$ cat src/pkg/rss_pkg.sv
// Constants and types of the regulator start-up sequencer
package rss_pkg;

  // ----------------------------------------------------------------
  // Sizes
  // ----------------------------------------------------------------
  localparam int unsigned PHASES      = 8;
  localparam int unsigned CODE_W      = 8;
  localparam int unsigned ADDR_W      = 7;
  localparam int unsigned SYNC_WAIT   = 2;

  // ----------------------------------------------------------------
  // Serial addresses and thresholds (thresholds in 1/16 V units)
  // ----------------------------------------------------------------
  localparam logic [6:0] TEST_BUS_ADDR   = 7'h0A;
  localparam logic [7:0] VIN_THR_MIN     = 8'h48;  // 4.5 V
  localparam logic [7:0] VIN_THR_MAX     = 8'hD3;  // 13.1875 V
  localparam logic [1:0] SYNC_WAIT_CNT   = 2'h2;

  // ----------------------------------------------------------------
  // Operating modes
  // ----------------------------------------------------------------
  typedef enum logic [2:0] {
    RSS_MODE_VENDOR_A = 3'b000,
    RSS_MODE_VENDOR_B = 3'b001,
    RSS_MODE_VENDOR_C = 3'b010,
    RSS_MODE_VENDOR_D = 3'b011,
    RSS_MODE_MEMORY   = 3'b100
  } rss_mode_t;

  // ----------------------------------------------------------------
  // Sequencer states
  // ----------------------------------------------------------------
  typedef enum logic [2:0] {
    RSS_ST_STRAP  = 3'b000,
    RSS_ST_LOAD   = 3'b001,
    RSS_ST_TRIM   = 3'b010,
    RSS_ST_DETECT = 3'b011,
    RSS_ST_IDLE   = 3'b100,
    RSS_ST_RUN    = 3'b101,
    RSS_ST_RAMP   = 3'b110,
    RSS_ST_HALT   = 3'b111
  } rss_state_t;

  // ----------------------------------------------------------------
  // Working configuration word
  // ----------------------------------------------------------------
  typedef struct packed {
    logic [2:0] mode;
    logic       enable_active_low;
    logic       phase_detect_en;
    logic [6:0] bus_addr;
    logic [7:0] vin_on_thr;
    logic [7:0] vin_off_thr;
  } rss_cfg_t;

  localparam rss_cfg_t CFG_RESET = '{mode: 3'h0, enable_active_low: 1'b0, phase_detect_en: 1'b0,
                                     bus_addr: 7'h00, vin_on_thr: 8'h48, vin_off_thr: 8'h48};

endpackage : rss_pkg

$ cat src/verilog/rss_sequencer.sv
// Start-up, enable and input-rail qualification sequencer of the regulator controller
//
// What this block does
// - Operating mode comes only from the working configuration mode field, as loaded or as rewritten over the serial bus.
// - Memory mode drives loop two target at half of loop one target.
// - Pulse-width outputs stay high impedance until soft-start begins.
// - After reset, copy configuration first, then run trim.
// - With detection on and rail valid, low-sensed pins mark unpopulated phases.
// - Serial bus rewrites of working registers accepted once loading completed.
// - Protect pin high through reset selects test mode, address 0Ah.
// - Test mode postpones configuration copy until protect pin goes low.
// - Enable starts outputs and soft-start only with both supplies good.
// - A configuration bit selects enable polarity.
// - Enable deactivation drops regulator ready and shuts regulator down.
// - Rail thresholds clamped to no less than 4.5 V; no upper clamp at 13.1875 V, any code up to 0FFh is used.
// - Outputs activate when rising rail sense crosses turn-on with enable.
// - Rail stays valid until sense falls below the turn-off threshold.
// - Auxiliary rail reported as an 8-bit read-only code.
// - Start needs supplies, enable, no faults, no configuration parity error.
// - Enable deactivation ramps both loops down instead of cutting off.
`timescale 1ns/1ps
module rss_sequencer
  import rss_pkg::*;
(
  input  wire logic               sys_clk,
  input  wire logic               reset_n,
  input  wire logic               address_protect_pin,
  input  wire logic               enable_pin,
  input  wire logic               logic_supply_ok,
  input  wire logic               fault_active,
  input  wire logic [PHASES-1:0]  pwm_sense_low,
  input  wire logic [7:0]         input_rail_sense,
  input  wire logic               input_rail_strobe,
  input  wire logic [7:0]         aux_rail_sense,
  input  wire logic               aux_rail_strobe,
  output logic                    nv_load_req,
  input  wire logic               nv_load_done,
  input  wire rss_cfg_t           nv_cfg_word,
  input  wire logic               nv_parity_err,
  output logic                    trim_start,
  input  wire logic               trim_done,
  input  wire logic               cfg_wr_valid,
  input  wire rss_cfg_t           cfg_wr_data,
  input  wire logic [7:0]         loop1_target,
  input  wire logic               ramp_done,
  output logic                    pwm_oe_n,
  output logic                    soft_start,
  output logic                    regulator_ready_output,
  output logic                    ramp_down_req,
  output logic [PHASES-1:0]       populated_phases,
  output logic [7:0]              loop2_target,
  output logic [6:0]              bus_address,
  output logic                    test_mode,
  output logic                    config_loaded,
  output logic [2:0]              active_mode,
  output logic                    input_rail_valid,
  output logic [7:0]              aux_rail_telemetry
);

  // ----------------------------------------------------------------
  // Pin synchronisers
  // ----------------------------------------------------------------
  logic [PHASES+3:0] sync1_reg;
  logic [PHASES+3:0] sync2_reg;

  // Two flops on every pin-level input
  always_ff @(posedge sys_clk or negedge reset_n) begin
    if (!reset_n) begin
      sync1_reg <= '0;
      sync2_reg <= '0;
    end else begin
      sync1_reg <= {pwm_sense_low, fault_active, logic_supply_ok, enable_pin, address_protect_pin};
      sync2_reg <= sync1_reg;
    end
  end

  logic              ap_s;
  logic              en_s;
  logic              vcc_s;
  logic              fault_s;
  logic [PHASES-1:0] low_s;
  assign ap_s    = sync2_reg[0];
  assign en_s    = sync2_reg[1];
  assign vcc_s   = sync2_reg[2];
  assign fault_s = sync2_reg[3];
  assign low_s   = sync2_reg[PHASES+3:4];

  // ----------------------------------------------------------------
  // State and working registers
  // ----------------------------------------------------------------
  rss_state_t        state_reg;
  rss_cfg_t          cfg_reg;
  logic [1:0]        strap_cnt_reg;
  logic              loaded_reg;
  logic              parity_bad_reg;
  logic              test_mode_reg;
  logic              vin_valid_reg;
  logic              pwm_oe_n_reg;
  logic              soft_start_reg;
  logic              ready_reg;
  logic              ramp_req_reg;
  logic              load_req_reg;
  logic              trim_start_reg;
  logic [PHASES-1:0] phases_reg;
  logic [7:0]        loop2_reg;
  logic [7:0]        aux_reg;
  logic              enable_act;
  logic              start_ok;
  logic [7:0]        on_thr;
  logic [7:0]        off_thr;

  // Polarity-corrected enable
  assign enable_act = en_s ^ cfg_reg.enable_active_low;
  // Thresholds clamped to the legal floor
  assign on_thr  = (cfg_reg.vin_on_thr  < VIN_THR_MIN) ? VIN_THR_MIN : cfg_reg.vin_on_thr;
  assign off_thr = (cfg_reg.vin_off_thr < VIN_THR_MIN) ? VIN_THR_MIN : cfg_reg.vin_off_thr;
  // All start conditions together
  assign start_ok = vcc_s && vin_valid_reg && enable_act && !fault_s && !parity_bad_reg;

  // ----------------------------------------------------------------
  // Strap capture of the protect pin after reset release
  // ----------------------------------------------------------------
  always_ff @(posedge sys_clk or negedge reset_n) begin
    if (!reset_n) begin
      strap_cnt_reg <= 2'h0;
      test_mode_reg <= 1'b0;
    end else if (state_reg == RSS_ST_STRAP) begin
      if (strap_cnt_reg == SYNC_WAIT_CNT) begin
        test_mode_reg <= ap_s;
      end else begin
        strap_cnt_reg <= strap_cnt_reg + 2'h1;
      end
    end
  end

  // ----------------------------------------------------------------
  // Main sequencer
  // ----------------------------------------------------------------
  always_ff @(posedge sys_clk or negedge reset_n) begin
    if (!reset_n) begin
      state_reg <= RSS_ST_STRAP;
    end else begin
      unique case (state_reg)
        RSS_ST_STRAP: begin
          if (strap_cnt_reg == SYNC_WAIT_CNT) begin
            state_reg <= RSS_ST_LOAD;
          end
        end
        RSS_ST_LOAD: begin
          if (nv_load_done) begin
            state_reg <= nv_parity_err ? RSS_ST_HALT : RSS_ST_TRIM;
          end
        end
        RSS_ST_TRIM: begin
          if (trim_done) begin
            state_reg <= cfg_reg.phase_detect_en ? RSS_ST_DETECT : RSS_ST_IDLE;
          end
        end
        RSS_ST_DETECT: begin
          if (vin_valid_reg) begin
            state_reg <= RSS_ST_IDLE;
          end
        end
        RSS_ST_IDLE: begin
          if (start_ok) begin
            state_reg <= RSS_ST_RUN;
          end
        end
        RSS_ST_RUN: begin
          if (!vin_valid_reg || !vcc_s || fault_s) begin
            state_reg <= RSS_ST_IDLE;
          end else if (!enable_act) begin
            state_reg <= RSS_ST_RAMP;
          end
        end
        RSS_ST_RAMP: begin
          if (ramp_done || !vin_valid_reg) begin
            state_reg <= RSS_ST_IDLE;
          end
        end
        RSS_ST_HALT: begin
          state_reg <= RSS_ST_HALT;
        end
      endcase
    end
  end

  // ----------------------------------------------------------------
  // Configuration transfer request and load
  // ----------------------------------------------------------------
  always_ff @(posedge sys_clk or negedge reset_n) begin
    if (!reset_n) begin
      load_req_reg   <= 1'b0;
      loaded_reg     <= 1'b0;
      parity_bad_reg <= 1'b0;
      cfg_reg        <= CFG_RESET;
    end else begin
      // Held back while test mode keeps the protect pin high
      load_req_reg <= (state_reg == RSS_ST_LOAD) && !nv_load_done && !(test_mode_reg && ap_s);
      if (state_reg == RSS_ST_LOAD && nv_load_done) begin
        cfg_reg        <= nv_cfg_word;
        loaded_reg     <= 1'b1;
        parity_bad_reg <= nv_parity_err;
      end else if (loaded_reg && cfg_wr_valid) begin
        cfg_reg <= cfg_wr_data;
      end
    end
  end

  // ----------------------------------------------------------------
  // Trim start pulse
  // ----------------------------------------------------------------
  always_ff @(posedge sys_clk or negedge reset_n) begin
    if (!reset_n) begin
      trim_start_reg <= 1'b0;
    end else begin
      trim_start_reg <= (state_reg == RSS_ST_LOAD) && nv_load_done && !nv_parity_err;
    end
  end

  // ----------------------------------------------------------------
  // Input rail qualification with hysteresis
  // ----------------------------------------------------------------
  always_ff @(posedge sys_clk or negedge reset_n) begin
    if (!reset_n) begin
      vin_valid_reg <= 1'b0;
    end else if (input_rail_strobe) begin
      if (!vin_valid_reg && input_rail_sense > on_thr) begin
        vin_valid_reg <= 1'b1;
      end else if (vin_valid_reg && input_rail_sense < off_thr) begin
        vin_valid_reg <= 1'b0;
      end
    end
  end

  // ----------------------------------------------------------------
  // Phase detection, latched until power-on reset
  // ----------------------------------------------------------------
  always_ff @(posedge sys_clk or negedge reset_n) begin
    if (!reset_n) begin
      phases_reg <= {PHASES{1'b1}};
    end else if (state_reg == RSS_ST_DETECT && vin_valid_reg) begin
      phases_reg <= ~low_s;
    end
  end

  // ----------------------------------------------------------------
  // Output stage control
  // ----------------------------------------------------------------
  always_ff @(posedge sys_clk or negedge reset_n) begin
    if (!reset_n) begin
      pwm_oe_n_reg   <= 1'b1;
      soft_start_reg <= 1'b0;
      ready_reg      <= 1'b0;
      ramp_req_reg   <= 1'b0;
    end else begin
      // Drive only while running or ramping down
      pwm_oe_n_reg   <= !((state_reg == RSS_ST_IDLE && start_ok) ||
                          (state_reg == RSS_ST_RUN && vin_valid_reg && vcc_s && !fault_s) ||
                          (state_reg == RSS_ST_RAMP && vin_valid_reg && !ramp_done));
      soft_start_reg <= (state_reg == RSS_ST_IDLE) && start_ok;
      ready_reg      <= (state_reg == RSS_ST_RUN) && enable_act && vin_valid_reg && vcc_s && !fault_s;
      ramp_req_reg   <= (state_reg == RSS_ST_RUN && !enable_act && vin_valid_reg && vcc_s && !fault_s) ||
                        (state_reg == RSS_ST_RAMP && !ramp_done && vin_valid_reg);
    end
  end

  // ----------------------------------------------------------------
  // Loop two target and auxiliary telemetry
  // ----------------------------------------------------------------
  always_ff @(posedge sys_clk or negedge reset_n) begin
    if (!reset_n) begin
      loop2_reg <= 8'h00;
    end else if (cfg_reg.mode == RSS_MODE_MEMORY) begin
      loop2_reg <= {1'b0, loop1_target[7:1]};
    end else begin
      loop2_reg <= loop1_target;
    end
  end

  always_ff @(posedge sys_clk or negedge reset_n) begin
    if (!reset_n) begin
      aux_reg <= 8'h00;
    end else if (aux_rail_strobe) begin
      aux_reg <= aux_rail_sense;
    end
  end

  // ----------------------------------------------------------------
  // Output assignments
  // ----------------------------------------------------------------
  assign nv_load_req            = load_req_reg;
  assign trim_start             = trim_start_reg;
  assign pwm_oe_n               = pwm_oe_n_reg;
  assign soft_start             = soft_start_reg;
  assign regulator_ready_output = ready_reg;
  assign ramp_down_req          = ramp_req_reg;
  assign populated_phases       = phases_reg;
  assign loop2_target           = loop2_reg;
  assign test_mode              = test_mode_reg;
  assign config_loaded          = loaded_reg;
  assign input_rail_valid       = vin_valid_reg;
  assign aux_rail_telemetry     = aux_reg;
  assign active_mode            = cfg_reg.mode;

  logic [6:0] addr_reg;
  // Test mode overrides the configured address
  always_ff @(posedge sys_clk or negedge reset_n) begin
    if (!reset_n) begin
      addr_reg <= TEST_BUS_ADDR;
    end else begin
      addr_reg <= test_mode_reg ? TEST_BUS_ADDR : cfg_reg.bus_addr;
    end
  end
  assign bus_address = addr_reg;
endmodule : rss_sequencer
$ cat config.mk
export PLATFORM = sky130hd
export DESIGN_NAME = rss_sequencer
export DESIGN_NICKNAME = d
export VERILOG_FILES = /design/src/pkg/rss_pkg.sv /design/src/verilog/rss_sequencer.sv
export SDC_FILE = /design/constraint.sdc
export NUM_CORES = 1
export LEC_CHECK = 0
export ABC_AREA = 1
export BUFFER_PORTS_ARGS = -buffer_cell sky130_fd_sc_hd__buf_2
export CORE_MARGIN = 8
export CORE_UTILIZATION = 40
export DETAILED_ROUTE_END_ITERATION = 10
export PLACE_DENSITY_LB_ADDON = 0.1
export SLEW_MARGIN = 20
export SYNTH_ARGS = -nofsm -noshare
export SYNTH_HDL_FRONTEND = slang
export SYNTH_SLANG_ARGS = --single-unit
$ cat constraint.sdc
create_clock -name sys_clk -period 2.25 [get_ports sys_clk]
set_input_delay 0.5625 -clock sys_clk [delete_from_list [all_inputs] [get_ports sys_clk]]
set_output_delay 0.5625 -clock sys_clk [all_outputs]
set_load 0.01 [all_outputs]
==> metrics.txt <==
outcome=complete, no violations; TritonCTS buffer count=9; Mean Syn Cell Area=9.92 um2; RePlAce Congestion=0.854; IO Count=144; syn_nets=545; CTS Buffer Depth=2; Post-Synth Simple-Gate Area=17.8%; gr usage total=15.3%; unrepaired setup endpoints after global routing=no; Hold Vio Cnt, Final=0; TritonCTS clock tree=built; per-cell routed wire length=14.6 um; CP endpoint kind=register; 1st-pass router iterations=4; Max Freq=488 MHz; Yosys top cell area share=48.9%; first-pass GRT wire length=17700 um; hold_ws=155 ps; # rows=37; PortBufs=143; main combinational cell family by area after synthesis=simple AND/OR/NAND/NOR gates; pwr/cell area=644 nW/um2; vias in the first global route=3715; Congestion Overflow GR=0; Total Routed Length=10400 um; fin. max-slew vios=0; synth-to-layout area growth=24.6%; setup bufs post-CTS=0; setup slack, reg-to-reg=200 ps; worst min path class=primary input to asynchronous set/reset pin; core area=10300 um2; worst clock skew=10.5 ps; worst-margin pin slew=520 ps; Tmin final=2050 ps; adder-cell share of the synthesized area=4.71%; max-cap violation count=0; CP startpoint kind=register; via count=3399; clk_lat worst skew=380 ps; nets@finish=688; max reg flops=25; most frequent cell after synthesis=nand2_1; Crit Path Class=register to register; Cell Area, Synth=4250 um2; cell taking the most area after synthesis=dfrtp_1; Async S/R FF share, synth=100%; residual DRC count=0; Root Buffer=clkbuf_8; post-synthesis sequential area ratio=58.2%; Starting DRT DRC Count=221; remaining antenna violation count after routing=0; die span in x=119 um; setup TNS=0 ps; P_leak=0.00268 uW; htree depth=3; mux cell area share after synthesis=2.12%; Ys Warns=0; DP HPWL=8040 um; Synth top cells by count=nand2_1, dfrtp_1, nor2_1; share of cells above drive strength 1=36.6%; Sink Count=98; diode count=0; Compound-Gate Fraction of Synth Area=11.6%; Post-synth EDFFs=0; Gate Count Post-Synth=428; crit path max fanout=4; post-CTS sizing=0; via density per instance=4.77; Max transition margin=65.4%; crit share post-route=91.1%; Cell variety after synth=33; die height=119 um; Yosys reg bits=98; register clock-pin slew on the reported worst setup and hold paths=100 ps; largest net degree at the start of global routing=41; initial antenna violation count=1; Die ar.=14200 um2; ranking of synthesized cells by area=dfrtp_1, dfstp_2, nand2_1, nor2_1, ha_1; Worst Path Arrival=2320 ps; XOR/XNOR share of the synthesized area=0.412%; final setup vio count=0; Most used DFF post-synth=dfrtp_1; Initial Util=41.1%; Max rail drop VDD=0.000434 V; Critical Path RT=2520 ps; cts hold-fix bufs=0
## per-stage QoR
| step | instances | cell area [um2] | util, % | power, uW | setup WS [ps] |
|---|---|---|---|---|---|
| after floorplan | 428 | 4250 | - | 2140 | 415 |
| after global placement | 696 | 5110 | 49.5 | 2360 | 346 |
| after detailed placement | 696 | 5110 | 49.5 | 2370 | 244 |
| after CTS | 712 | 5290 | 51.3 | 3460 | 231 |
| after global routing | 712 | 5290 | 51.3 | 3600 | 60.6 |
| final | 712 | 5290 | 51.3 | 3410 | 201 |
## where the power goes
group,switching (uW),internal (uW),total (uW)
combinational,250,189,440
sequential,55.3,1840,1900
clock,649,423,1070
## layer usage
layer	wire, um	GRT usage, %	vias to the layer above
li1	-	-	1683
met1	4580	18.4	1597
met2	4970	24.9	107
met3	745	6.33	10
met4	123	4.27	2
met5	8	0	-
## final cells by class
class | instances | area [um2]
inverters | 29 | 109
multi-input cells | 283 | 1560
fillers | 986 | 5030
flip-flops and latches | 98 | 2470
clock buffers | 9 | 124
repair buffers | 150 | 796
clock inverters | 7 | 58.8
well taps | 136 | 170
## kinds of logic (layout without fill, tap and decap cells)
kind of cell	count (synthesis)	after routing
AO/OA/AOI/OAI	68	68
XOR/XNOR	2	2
adder cells (fa/ha/maj)	16	16
buffers and inverters	47	195
flip-flops	98	98
multiplexers	8	8
AND/OR/NAND/NOR	189	189
## worst max-delay path, cell delays in order, from the launching register on
cell and delay, ps:
dfstp_2 560, inv_1 40, o21ai_0 210, a21oi_1 90
inv_1 110, nand2_1 80, ha_1 290, nand4_1 140
o311a_1 320, nand2_1 70, nand2_1 50
## worst paths after layout
path | cells past startpoint | endpoint | from
worst min-delay path | 1 | trim_start | reset_n
worst max-delay path | 10 | input_rail_valid | cfg_reg[14]
min in group sys_clk | 1 | sync1_reg[8] | pwm_sense_low[4]
worst max register to register | 10 | input_rail_valid | cfg_reg[14]
max in group asynchronous | 2 | cfg_reg[3] | reset_n
worst min register to register | 0 | sync2_reg[6] | sync1_reg[6]
## cells in the final DEF, fill, tap and decap left out, types with 9 or more instances in the layout
cell type,instances
nor2_1,83
buf_2,142
inv_1,27
dfstp_2,15
nand2_1,84
o31ai_1,16
o21ai_0,24
clkbuf_8,9
ha_1,16
o31ai_2,12
dfrtp_1,83
Power figures use the tool's default switching activity.
